### config.mk
export PLATFORM = sky130hd
export DESIGN_NAME = sdram_controller_end_flat
export DESIGN_NICKNAME = d
export VERILOG_FILES = /design/src/core/sdram_sched_pkg.sv /design/src/core/link_if.sv /design/src/core/count_timer.sv /design/src/core/sdram_controller_end.sv /design/src/flat_wrapper.sv
export SDC_FILE = /design/constraint.sdc
export NUM_CORES = 1
export LEC_CHECK = 0
export BUFFER_PORTS_ARGS = -buffer_cell sky130_fd_sc_hd__clkbuf_2
export CAP_MARGIN = 40
export CELL_PAD_IN_SITES_DETAIL_PLACEMENT = 1
export CELL_PAD_IN_SITES_GLOBAL_PLACEMENT = 1
export CORE_ASPECT_RATIO = 0.9
export CORE_UTILIZATION = 48
export CTS_CLUSTER_SIZE = 20
export DETAILED_ROUTE_END_ITERATION = 8
export PLACE_DENSITY = 0.87
export SYNTH_ARGS = -nofsm -noshare
export SYNTH_HDL_FRONTEND = slang
export SYNTH_SLANG_ARGS = --single-unit
### constraint.sdc
create_clock -name core_clk -period 6.6 [get_ports core_clk]
set_clock_uncertainty 0.1 [all_clocks]
set_input_delay 1.32 -clock core_clk [delete_from_list [all_inputs] [get_ports core_clk]]
set_output_delay 1.32 -clock core_clk [all_outputs]
set_load 0.01 [all_outputs]
### src/core/sdram_sched_pkg.sv
/*
 Shared constants, encodings and command decode for the precharge and
 write scheduling pair. Assumes a single 20 MHz command clock on both ends.
*/
package sdram_sched_pkg;
	localparam int TCK_PS       = 50000;
	localparam int BURST_LENGTH = 8;
	localparam int HALF_BURST   = BURST_LENGTH / 2;
	localparam int BANKS        = 8;
	localparam int WRITE_LATENCY = 6;
	localparam int COLUMN_TO_COLUMN_GAP = 4;
	localparam int PREFETCH_BEATS = 8;
	localparam int CA_WIDTH     = 10;
	localparam int BANK_W       = 3;
	localparam int COL_W        = 11;
	localparam int CNT_W        = 6;

	// Analog times in picoseconds
	localparam int WRITE_TO_READ_DELAY_PS    = 7500;
	localparam int WRITE_RECOVERY_PS         = 15000;
	localparam int READ_TO_PRECHARGE_PS      = 7500;
	localparam int ALL_BANK_CLOSE_TIME_PS    = 21000;
	localparam int SINGLE_BANK_CLOSE_TIME_PS = 18000;
	localparam int ROW_ACTIVE_MIN_PS         = 42000;
	localparam int ROW_CYCLE_TIME_PS         = 63000;

	// Field positions on the command/address bus
	localparam int CA_ALL_BANK    = 4;
	localparam int CA_BANK_LO     = 7;
	localparam int CA_COL_RISE_LO = 5;
	localparam int CA_COL_FALL_LO = 1;
	localparam int CA_AUTO_CLOSE  = 0;

	// Least times round up, never below one cycle
	function automatic int cycles_up(input int ps);
		int c;
		c = (ps + TCK_PS - 1) / TCK_PS;
		return (c < 1) ? 1 : c;
	endfunction

	localparam int WTR_CYC  = cycles_up(WRITE_TO_READ_DELAY_PS);
	localparam int WR_CYC   = cycles_up(WRITE_RECOVERY_PS);
	localparam int RTP_CYC  = cycles_up(READ_TO_PRECHARGE_PS);
	localparam int RPAB_CYC = cycles_up(ALL_BANK_CLOSE_TIME_PS);
	localparam int RPPB_CYC = cycles_up(SINGLE_BANK_CLOSE_TIME_PS);
	localparam int RAS_CYC  = cycles_up(ROW_ACTIVE_MIN_PS);
	localparam int RC_CYC   = cycles_up(ROW_CYCLE_TIME_PS);
	localparam int RD_AP_CYC = (HALF_BURST > HALF_BURST - 2 + RTP_CYC) ?
		HALF_BURST : HALF_BURST - 2 + RTP_CYC;
	localparam int RD_PRE_CYC = HALF_BURST + ((RTP_CYC > 4) ? RTP_CYC : 4) - 4;

	typedef enum logic [1:0] {
		OP_ACTIVATE = 2'h0,
		OP_READ     = 2'h1,
		OP_WRITE    = 2'h2,
		OP_CLOSE    = 2'h3
	} user_op_t;

	typedef enum logic [2:0] {
		LC_NONE  = 3'h0,
		LC_ACT   = 3'h1,
		LC_WRITE = 3'h2,
		LC_READ  = 3'h3,
		LC_PRE   = 3'h4,
		LC_OTHER = 3'h5
	} link_cmd_t;

	function automatic link_cmd_t decode_cmd(input logic csN,
		input logic [CA_WIDTH-1:0] ca);
		link_cmd_t c;
		c = LC_OTHER;
		if (csN)
			c = LC_NONE;
		else if (!ca[0] && ca[1])
			c = LC_ACT;
		else if (ca[0] && !ca[1] && !ca[2])
			c = LC_WRITE;
		else if (ca[0] && !ca[1] && ca[2])
			c = LC_READ;
		else if (ca[0] && ca[1] && !ca[2] && ca[3])
			c = LC_PRE;
		return c;
	endfunction
endpackage

### src/core/link_if.sv
/*
 Command, address and write data link between controller and device.
 Assumes both ends share core_clk; every signal is driven by the controller.
*/
`timescale 1ns/1ns
`default_nettype none
interface link_if #(
	parameter int DATA_W = 32,
	parameter int MASK_W = 4
) (
	input wire logic core_clk
);
	logic                                   csN;
	logic [sdram_sched_pkg::CA_WIDTH-1:0]   caRise;
	logic [sdram_sched_pkg::CA_WIDTH-1:0]   caFall;
	logic [DATA_W-1:0]                      dqRise;
	logic [DATA_W-1:0]                      dqFall;
	logic [MASK_W-1:0]                      maskRise;
	logic [MASK_W-1:0]                      maskFall;
	logic                                   dataValid;

	modport controller (
		output csN,
		output caRise,
		output caFall,
		output dqRise,
		output dqFall,
		output maskRise,
		output maskFall,
		output dataValid
	);

	// Masks are inputs only at the device
	modport device (
		input csN,
		input caRise,
		input caFall,
		input dqRise,
		input dqFall,
		input maskRise,
		input maskFall,
		input dataValid
	);
endinterface
`default_nettype wire

### src/core/count_timer.sv
/*
 Down counter that tells when a least spacing has run out.
 Assumes load is a one-cycle pulse; a load of n makes expired rise n cycles
 later, or n-1 if the count already holds n-1; a shorter load never shortens a running wait.
*/
`timescale 1ns/1ns
`default_nettype none
module count_timer #(
	parameter int W = 6
) (
	input  wire logic         core_clk,
	input  wire logic         rstn,
	input  wire logic         load,
	input  wire logic [W-1:0] value,
	output logic              expired
);
	typedef struct packed {
		logic [W-1:0] count;
	} state_t;

	state_t stateReg;
	state_t stateNext;

	always_comb begin
		stateNext = stateReg;
		if (load && value != '0 && (value - 1'b1) > stateReg.count)
			stateNext.count = value - 1'b1;
		else if (stateReg.count != '0)
			stateNext.count = stateReg.count - 1'b1;
	end

	always_ff @(posedge core_clk or negedge rstn) begin
		if (!rstn)
			stateReg <= '0;
		else
			stateReg <= stateNext;
	end

	assign expired = (stateReg.count == '0);
endmodule
`default_nettype wire

### src/core/sdram_controller_end.sv
/*
 Controller end: takes user commands, holds each one off until its
 per-bank (activate, close) or global (read, write) spacing timers allow it, drives the command bus and
 plays write data out WL cycles after the write. Assumes the device end
 on the same clock.
*/
`timescale 1ns/1ns
`default_nettype none
module sdram_controller_end #(
	parameter int WL     = sdram_sched_pkg::WRITE_LATENCY,
	parameter int DATA_W = 32,
	parameter int MASK_W = 4
) (
	input  wire logic                        core_clk,
	input  wire logic                        rstn,
	link_if.controller                       link,
	input  wire logic                        cmdValid,
	output logic                             cmdReady,
	input  wire sdram_sched_pkg::user_op_t   cmdOp,
	input  wire logic [2:0]                  cmdBank,
	input  wire logic                        cmdAll,
	input  wire logic                        cmdAutoClose,
	input  wire logic [10:0]                 cmdColumn,
	input  wire logic [8*DATA_W-1:0]         wrData,
	input  wire logic [8*MASK_W-1:0]         wrMask
);
	localparam int NB = sdram_sched_pkg::BANKS;
	localparam int CW = sdram_sched_pkg::CNT_W;
	localparam int HB = sdram_sched_pkg::HALF_BURST;
	localparam int WRP = WL + HB + 1 + sdram_sched_pkg::WR_CYC;
	localparam logic [CW-1:0] RAS_CNT  = CW'(sdram_sched_pkg::RAS_CYC);
	localparam logic [CW-1:0] RC_CNT   = CW'(sdram_sched_pkg::RC_CYC);
	localparam logic [CW-1:0] RPAB_CNT = CW'(sdram_sched_pkg::RPAB_CYC);
	localparam logic [CW-1:0] RPPB_CNT = CW'(sdram_sched_pkg::RPPB_CYC);
	localparam logic [CW-1:0] COL_CNT  =
		CW'(sdram_sched_pkg::COLUMN_TO_COLUMN_GAP);
	localparam logic [CW-1:0] RD_PRE_CNT = CW'(sdram_sched_pkg::RD_PRE_CYC);
	localparam logic [CW-1:0] RD_ACT_CNT =
		CW'(sdram_sched_pkg::RD_PRE_CYC + sdram_sched_pkg::RPPB_CYC);
	localparam logic [CW-1:0] WR_RD_CNT  =
		CW'(WL + 1 + HB + sdram_sched_pkg::WTR_CYC);
	localparam logic [CW-1:0] WR_PRE_CNT = CW'(WRP);
	localparam logic [CW-1:0] WR_ACT_CNT =
		CW'(WRP + sdram_sched_pkg::RPPB_CYC);

	typedef struct packed {
		logic              valid;
		logic [DATA_W-1:0] dR;
		logic [DATA_W-1:0] dF;
		logic [MASK_W-1:0] mR;
		logic [MASK_W-1:0] mF;
	} beat_t;

	typedef struct packed {
		beat_t [WL+3:0] pipe;
		logic           csN;
		logic [9:0]     caR;
		logic [9:0]     caF;
	} state_t;

	state_t        stateReg;
	state_t        stateNext;
	logic [NB-1:0] actLoad;
	logic [CW-1:0] actVal [NB];
	logic [NB-1:0] actZero;
	logic [NB-1:0] preLoad;
	logic [CW-1:0] preVal [NB];
	logic [NB-1:0] preZero;
	logic          colLoad;
	logic          colZero;
	logic          rdLoad;
	logic          rdZero;

	always_comb begin
		case (cmdOp)
			sdram_sched_pkg::OP_ACTIVATE: cmdReady = actZero[cmdBank];
			sdram_sched_pkg::OP_READ:     cmdReady = colZero && rdZero;
			sdram_sched_pkg::OP_WRITE:    cmdReady = colZero;
			sdram_sched_pkg::OP_CLOSE:    cmdReady = cmdAll ? &preZero :
				preZero[cmdBank];
			default:                      cmdReady = 1'b0;
		endcase
	end

	always_comb begin
		stateNext = stateReg;
		for (int i = 0; i < WL + 3; i++)
			stateNext.pipe[i] = stateReg.pipe[i + 1];
		stateNext.pipe[WL+3] = '0;
		stateNext.csN = 1'b1;
		stateNext.caR = '0;
		stateNext.caF = '0;
		actLoad = '0;
		preLoad = '0;
		colLoad = 1'b0;
		rdLoad = 1'b0;
		for (int b = 0; b < NB; b++) begin
			actVal[b] = '0;
			preVal[b] = '0;
		end
		if (cmdValid && cmdReady) begin
			stateNext.csN = 1'b0;
			stateNext.caR[9:7] = cmdBank;
			case (cmdOp)
				sdram_sched_pkg::OP_ACTIVATE: begin
					stateNext.caR[1] = 1'b1;
					actLoad[cmdBank] = 1'b1;
					actVal[cmdBank] = RC_CNT;
					preLoad[cmdBank] = 1'b1;
					preVal[cmdBank] = RAS_CNT;
				end
				sdram_sched_pkg::OP_READ, sdram_sched_pkg::OP_WRITE: begin
					stateNext.caR[0] = 1'b1;
					stateNext.caR[2] = (cmdOp == sdram_sched_pkg::OP_READ);
					stateNext.caR[6:5] = cmdColumn[1:0];
					stateNext.caF[9:1] = cmdColumn[10:2];
					stateNext.caF[0] = cmdAutoClose;
					colLoad = 1'b1;
					preLoad[cmdBank] = 1'b1;
					actLoad[cmdBank] = cmdAutoClose;
					if (cmdOp == sdram_sched_pkg::OP_READ) begin
						preVal[cmdBank] = RD_PRE_CNT;
						actVal[cmdBank] = RD_ACT_CNT;
					end else begin
						rdLoad = 1'b1;
						preVal[cmdBank] = WR_PRE_CNT;
						actVal[cmdBank] = WR_ACT_CNT;
						for (int k = 0; k < 4; k++) begin
							stateNext.pipe[WL+k].valid = 1'b1;
							stateNext.pipe[WL+k].dR = wrData[2*k*DATA_W +: DATA_W];
							stateNext.pipe[WL+k].dF =
								wrData[(2*k+1)*DATA_W +: DATA_W];
							stateNext.pipe[WL+k].mR = wrMask[2*k*MASK_W +: MASK_W];
							stateNext.pipe[WL+k].mF =
								wrMask[(2*k+1)*MASK_W +: MASK_W];
						end
					end
				end
				default: begin
					stateNext.caR[3:0] = 4'hB;
					stateNext.caR[4] = cmdAll;
					for (int b = 0; b < NB; b++) begin
						if (cmdAll || cmdBank == 3'(b)) begin
							actLoad[b] = 1'b1;
							actVal[b] = cmdAll ? RPAB_CNT : RPPB_CNT;
						end
					end
				end
			endcase
		end
	end

	always_ff @(posedge core_clk or negedge rstn) begin
		if (!rstn) begin
			stateReg <= '0;
			stateReg.csN <= 1'b1;
		end else begin
			stateReg <= stateNext;
		end
	end

	for (genvar b = 0; b < NB; b++) begin : g_bank
		count_timer #(
			.W(CW)
		) u_act_wait (
			.core_clk(core_clk),
			.rstn    (rstn),
			.load    (actLoad[b]),
			.value   (actVal[b]),
			.expired (actZero[b])
		);
		count_timer #(
			.W(CW)
		) u_pre_wait (
			.core_clk(core_clk),
			.rstn    (rstn),
			.load    (preLoad[b]),
			.value   (preVal[b]),
			.expired (preZero[b])
		);
	end

	count_timer #(
		.W(CW)
	) u_col_wait (
		.core_clk(core_clk),
		.rstn    (rstn),
		.load    (colLoad),
		.value   (COL_CNT),
		.expired (colZero)
	);

	count_timer #(
		.W(CW)
	) u_rd_wait (
		.core_clk(core_clk),
		.rstn    (rstn),
		.load    (rdLoad),
		.value   (WR_RD_CNT),
		.expired (rdZero)
	);

	assign link.csN = stateReg.csN;
	assign link.caRise = stateReg.caR;
	assign link.caFall = stateReg.caF;
	assign link.dqRise = stateReg.pipe[0].dR;
	assign link.dqFall = stateReg.pipe[0].dF;
	assign link.maskRise = stateReg.pipe[0].mR;
	assign link.maskFall = stateReg.pipe[0].mF;
	assign link.dataValid = stateReg.pipe[0].valid;
endmodule
`default_nettype wire

### src/flat_wrapper.sv
// flat-port wrapper written by rule: the top's interface ports become plain ports
module sdram_controller_end_flat 
#(
	parameter int WL     = sdram_sched_pkg::WRITE_LATENCY,
	parameter int DATA_W = 32,
	parameter int MASK_W = 4
)
  (core_clk, rstn, cmdValid, cmdReady, cmdOp, cmdBank, cmdAll, cmdAutoClose, cmdColumn, wrData, wrMask, link_csN, link_caRise, link_caFall, link_dqRise, link_dqFall, link_maskRise, link_maskFall, link_dataValid);
  link_if #(.DATA_W(DATA_W), .MASK_W(MASK_W)) link_i (.core_clk(core_clk));
  input  wire logic core_clk;
  input  wire logic rstn;
  input  wire logic cmdValid;
  output logic cmdReady;
  input  wire sdram_sched_pkg::user_op_t cmdOp;
  input  wire logic [2:0] cmdBank;
  input  wire logic cmdAll;
  input  wire logic cmdAutoClose;
  input  wire logic [10:0] cmdColumn;
  input  wire logic [8*DATA_W-1:0] wrData;
  input  wire logic [8*MASK_W-1:0] wrMask;
  output wire logic [$bits(link_i.csN)-1:0] link_csN;
  output wire logic [$bits(link_i.caRise)-1:0] link_caRise;
  output wire logic [$bits(link_i.caFall)-1:0] link_caFall;
  output wire logic [$bits(link_i.dqRise)-1:0] link_dqRise;
  output wire logic [$bits(link_i.dqFall)-1:0] link_dqFall;
  output wire logic [$bits(link_i.maskRise)-1:0] link_maskRise;
  output wire logic [$bits(link_i.maskFall)-1:0] link_maskFall;
  output wire logic [$bits(link_i.dataValid)-1:0] link_dataValid;
  assign link_csN = link_i.csN;
  assign link_caRise = link_i.caRise;
  assign link_caFall = link_i.caFall;
  assign link_dqRise = link_i.dqRise;
  assign link_dqFall = link_i.dqFall;
  assign link_maskRise = link_i.maskRise;
  assign link_maskFall = link_i.maskFall;
  assign link_dataValid = link_i.dataValid;
  sdram_controller_end #(.WL(WL), .DATA_W(DATA_W), .MASK_W(MASK_W)) u_core (.core_clk(core_clk), .rstn(rstn), .link(link_i), .cmdValid(cmdValid), .cmdReady(cmdReady), .cmdOp(cmdOp), .cmdBank(cmdBank), .cmdAll(cmdAll), .cmdAutoClose(cmdAutoClose), .cmdColumn(cmdColumn), .wrData(wrData), .wrMask(wrMask));
endmodule
==> results.ini <==
[setup_path]
worst-path-max-fanout=22
cp_data_arrival_time_ns=6.38
crit_path_max_incr_delay_ns=0.78
critPathSlowestCell=nor4_1
path_delay_family=simple AND/OR/NAND/NOR gates
critPathLaunch=cmdBank[1]
r2r-start=u_core.g_bank[2].u_act_wait.stateReg[4]$_DFFE_PN0P_
r2r_slack_ns=0.76
timing_worst_setup_path_type=input port to register
path_depth=18
crit_chain=clkbuf_2, nor2_1, nand3_1, a21boi_0, o41ai_2, buf_4, nor4_1, inv_1, ha_1, ha_1, inv_1, ha_1, o21ai_0, o21ai_0, nor3b_1, o2111ai_1, or3_1, nand2_1
crit_path_frequent_cell=ha_1
path_buf_inv=4
critPathLaunchType=input port
cp-end-kind=register
required_ns=7.06
rr_worst_depth=17
r2r_end=u_core.g_bank[3].u_pre_wait.stateReg[4]$_DFFE_PN0P_

[yosys]
syn_area_um2=33800
synthCells=2519
ys_seq_area_share_pct=63.6
avgSynthCellArea_um2=13.4
synthDistinctLibCells=70
synth_top_family_by_area=multiplexers
synth_edf_count=0
synth-seq-cells=859
synth_ff_type=dfrtp_1
synth_xor_area_share_pct=2.67
ys_warn_count=0
synth_nets=3009
async_flop_share_pct=100
muxShareOfSynthArea_pct=9.31
synthAdderAreaFrac_pct=6.70
synth_simple_gate_area_share_pct=8.68
synth-compound-area-share_pct=4.09

[cts]
cts_setup_buffers=0
cts_inserted_buffers=85
cts_tree=yes
cts_resized=0
holdBufCountCts=0
clockBufferDepth=3
cts-root-buf=clkbuf_16
clk-insertion-delay-late_ns=0.67
clk_pin_slew_ns=0.06
clock_sinks=859
htreeDepth=3

[sta]
fin_hold_ws_ns=0.218
grt_setup_unrepaired=no
final-max-slew-violation-count=0
setup_viol=0
maxSlewHeadroom_pct=18.6
max_freq_ghz=0.169
tns_ns=0
fin_crit_ns=5.92
hold_viol=0
post-route-period-util_pct=89.7
tightest_slew_ns=1.22

[route]
drt-total-wl_um=91900
routedWlPerCell_um=23.5
drtPass1Iterations=7
drc=0
detailroute.via_count=20700
detail-route-antenna-nets=0
routed_via_density=5.28
initialDrtViolationCount=1076

[floorplan]
ios=404
die_y_um=254
core_um2=69100
start_util_pct=48.9
die_area_um2=71400
die_w_um=282
core.rowCount=91

[hold_path]
worstHoldPathType=register to register
holdPathEnd=u_core.stateNext[152]$_DFF_PN0_
min_from=u_core.stateNext[225]$_DFF_PN0_
holdPathStages=0

[global_route]
grt-ovfl-total=0
grt_max_degree=215
grt.total_usage_pct=26.1
grt_pass1_wl_um=140000
antenna_found_initial=10
grt_pass1_vias=24000

[pwr]
finalPower_mw=14.6
vdd_drop_max_uv=277
p_leak_nw=20.3
p_per_area_nw_per_um2=370

[cells_and_area]
layout-drive-gt1-share_pct=28.7
final_core_util_pct=57.2
layout.nets=3395
area_growth_pct=17.0

[place]
routabilityCongestion=0.888
numPortBuffers=403
dp_hpwl_um=62100

[status]
status=completed

[job]
maxCapViolCount=0

-- routing by layer --
layer	track usage, %	wire (um)
met1	29.5	34500
met2	46.7	48500
met3	5.44	4570
met4	12.6	4360
met5	0	27
-- through the flow --
step	instances	cell area, um2	setup WS (ns)
finish	3918	39500	0.682
global route	3914	39500	0.424
CTS	3906	39500	0.922
detailed placement	3748	36500	0.286
global placement	3747	36500	0.653
floorplan	2519	33800	0.265
-- worst max path at each step --
stage,to,slack [ns]
after floorplan,u_core.g_bank[6].u_pre_wait.stateReg[0]$_DFFE_PN0P_,0.26
after global placement,u_core.g_bank[3].u_pre_wait.stateReg[4]$_DFFE_PN0P_,0.65
after detailed placement,u_core.g_bank[3].u_pre_wait.stateReg[4]$_DFFE_PN0P_,0.29
after CTS,u_core.g_bank[3].u_pre_wait.stateReg[4]$_DFFE_PN0P_,0.92
after global routing,u_core.g_bank[3].u_pre_wait.stateReg[4]$_DFFE_PN0P_,0.42
final,u_core.g_bank[3].u_pre_wait.stateReg[4]$_DFFE_PN0P_,0.68
-- flip-flops by register name, indices dropped and copies added (netlist names), 6 cells and up --
name	count
u_core.stateNext	438
u_core.u_col_wait.stateReg	6
u_core.link.dqRise	32
u_core.g_bank.u_pre_wait.stateReg	48
u_core.stateReg	219
u_core.link.dqFall	32
u_core.g_bank.u_act_wait.stateReg	48
u_core.u_rd_wait.stateReg	6
u_core.link.caFall	10
u_core.link.caRise	10
-- worst reg2reg max path: cells and delay by family (launching register included) --
family                     cells  cell delay (ns)
DFF                            1             0.41
and+or+nand+nor                6             2.44
AOI/OAI and AO/OA              5             1.41
buffers and inverters          3             0.52
adders and majority gates      3             0.90
-- report_power, final --
group / switching, mW / internal, mW / leakage, nW / total, mW
clock network: 2.21 / 2.91 / 1.44 / 5.12
logic: 1.78 / 1.34 / 7.29 / 3.12
registers: 0.471 / 5.90 / 11.6 / 6.37
total: 4.46 / 10.1 / 20.3 / 14.6
-- synthesized netlist by cell type (all sizes together) (6+ instances only) --
cell	number	share of area, %
a2111oi	6	0.40
a2bb2oi	7	0.18
inv	179	2.0
mux2i	59	1.7
mux2	226	7.6
nand2b	15	0.28
o21ai	84	1.3
and2	82	1.5
a21o	8	0.18
or2	8	0.15
buf	125	2.5
nor2	61	0.68
nor3	54	0.85
o31ai	6	0.13
and3	19	0.35
or3	9	0.17
a21oi	29	0.43
nor4	13	0.32
xor2	27	0.70
nor3b	13	0.29
dfrtp	858	64
ha	181	6.7
clkbuf	34	0.38
nand3	71	1.1
nor2b	24	0.44
xnor2	76	2.0
nand2	138	1.5
o211ai	9	0.20
nand4	16	0.30
o21a	17	0.38
-- cell usage in the layout (no fill, tap or decap), drive strengths merged, types with 12 or more instances in the layout --
| cell type | count |
|---|---|
| a21oi | 29 |
| and2 | 82 |
| and3 | 19 |
| buf | 56 |
| clkbuf | 518 |
| clkinv | 23 |
| dfrtp | 858 |
| diode | 12 |
| ha | 181 |
| inv | 183 |
| mux2 | 226 |
| mux2i | 59 |
| nand2 | 138 |
| nand2b | 15 |
| nand3 | 71 |
| nand4 | 16 |
| nor2 | 61 |
| nor2b | 24 |
| nor3 | 54 |
| nor3b | 13 |
| nor4 | 13 |
| o21a | 17 |
| o21ai | 84 |
| xnor2 | 76 |
| xor2 | 27 |
-- layout make-up --
class	count	area, um2
fill	6847	29600
sequential	859	21500
multi-input combinational	1322	10700
timing repair buffer	458	2520
clock buffer	116	2390
tap	930	1160
inverter	179	672
clock inverter	42	598
antenna	12	30.0
-- logic make-up (layout without fill, tap and decap cells) --
kind of cell,after synthesis,in the layout
fa+ha+maj,181,181
compound gates,204,204
flops,859,859
other cells,0,12
buf+inv,338,795
xor+xnor,103,103
mux,285,285
simple gates,549,549
Power figures use the tool's default switching activity.
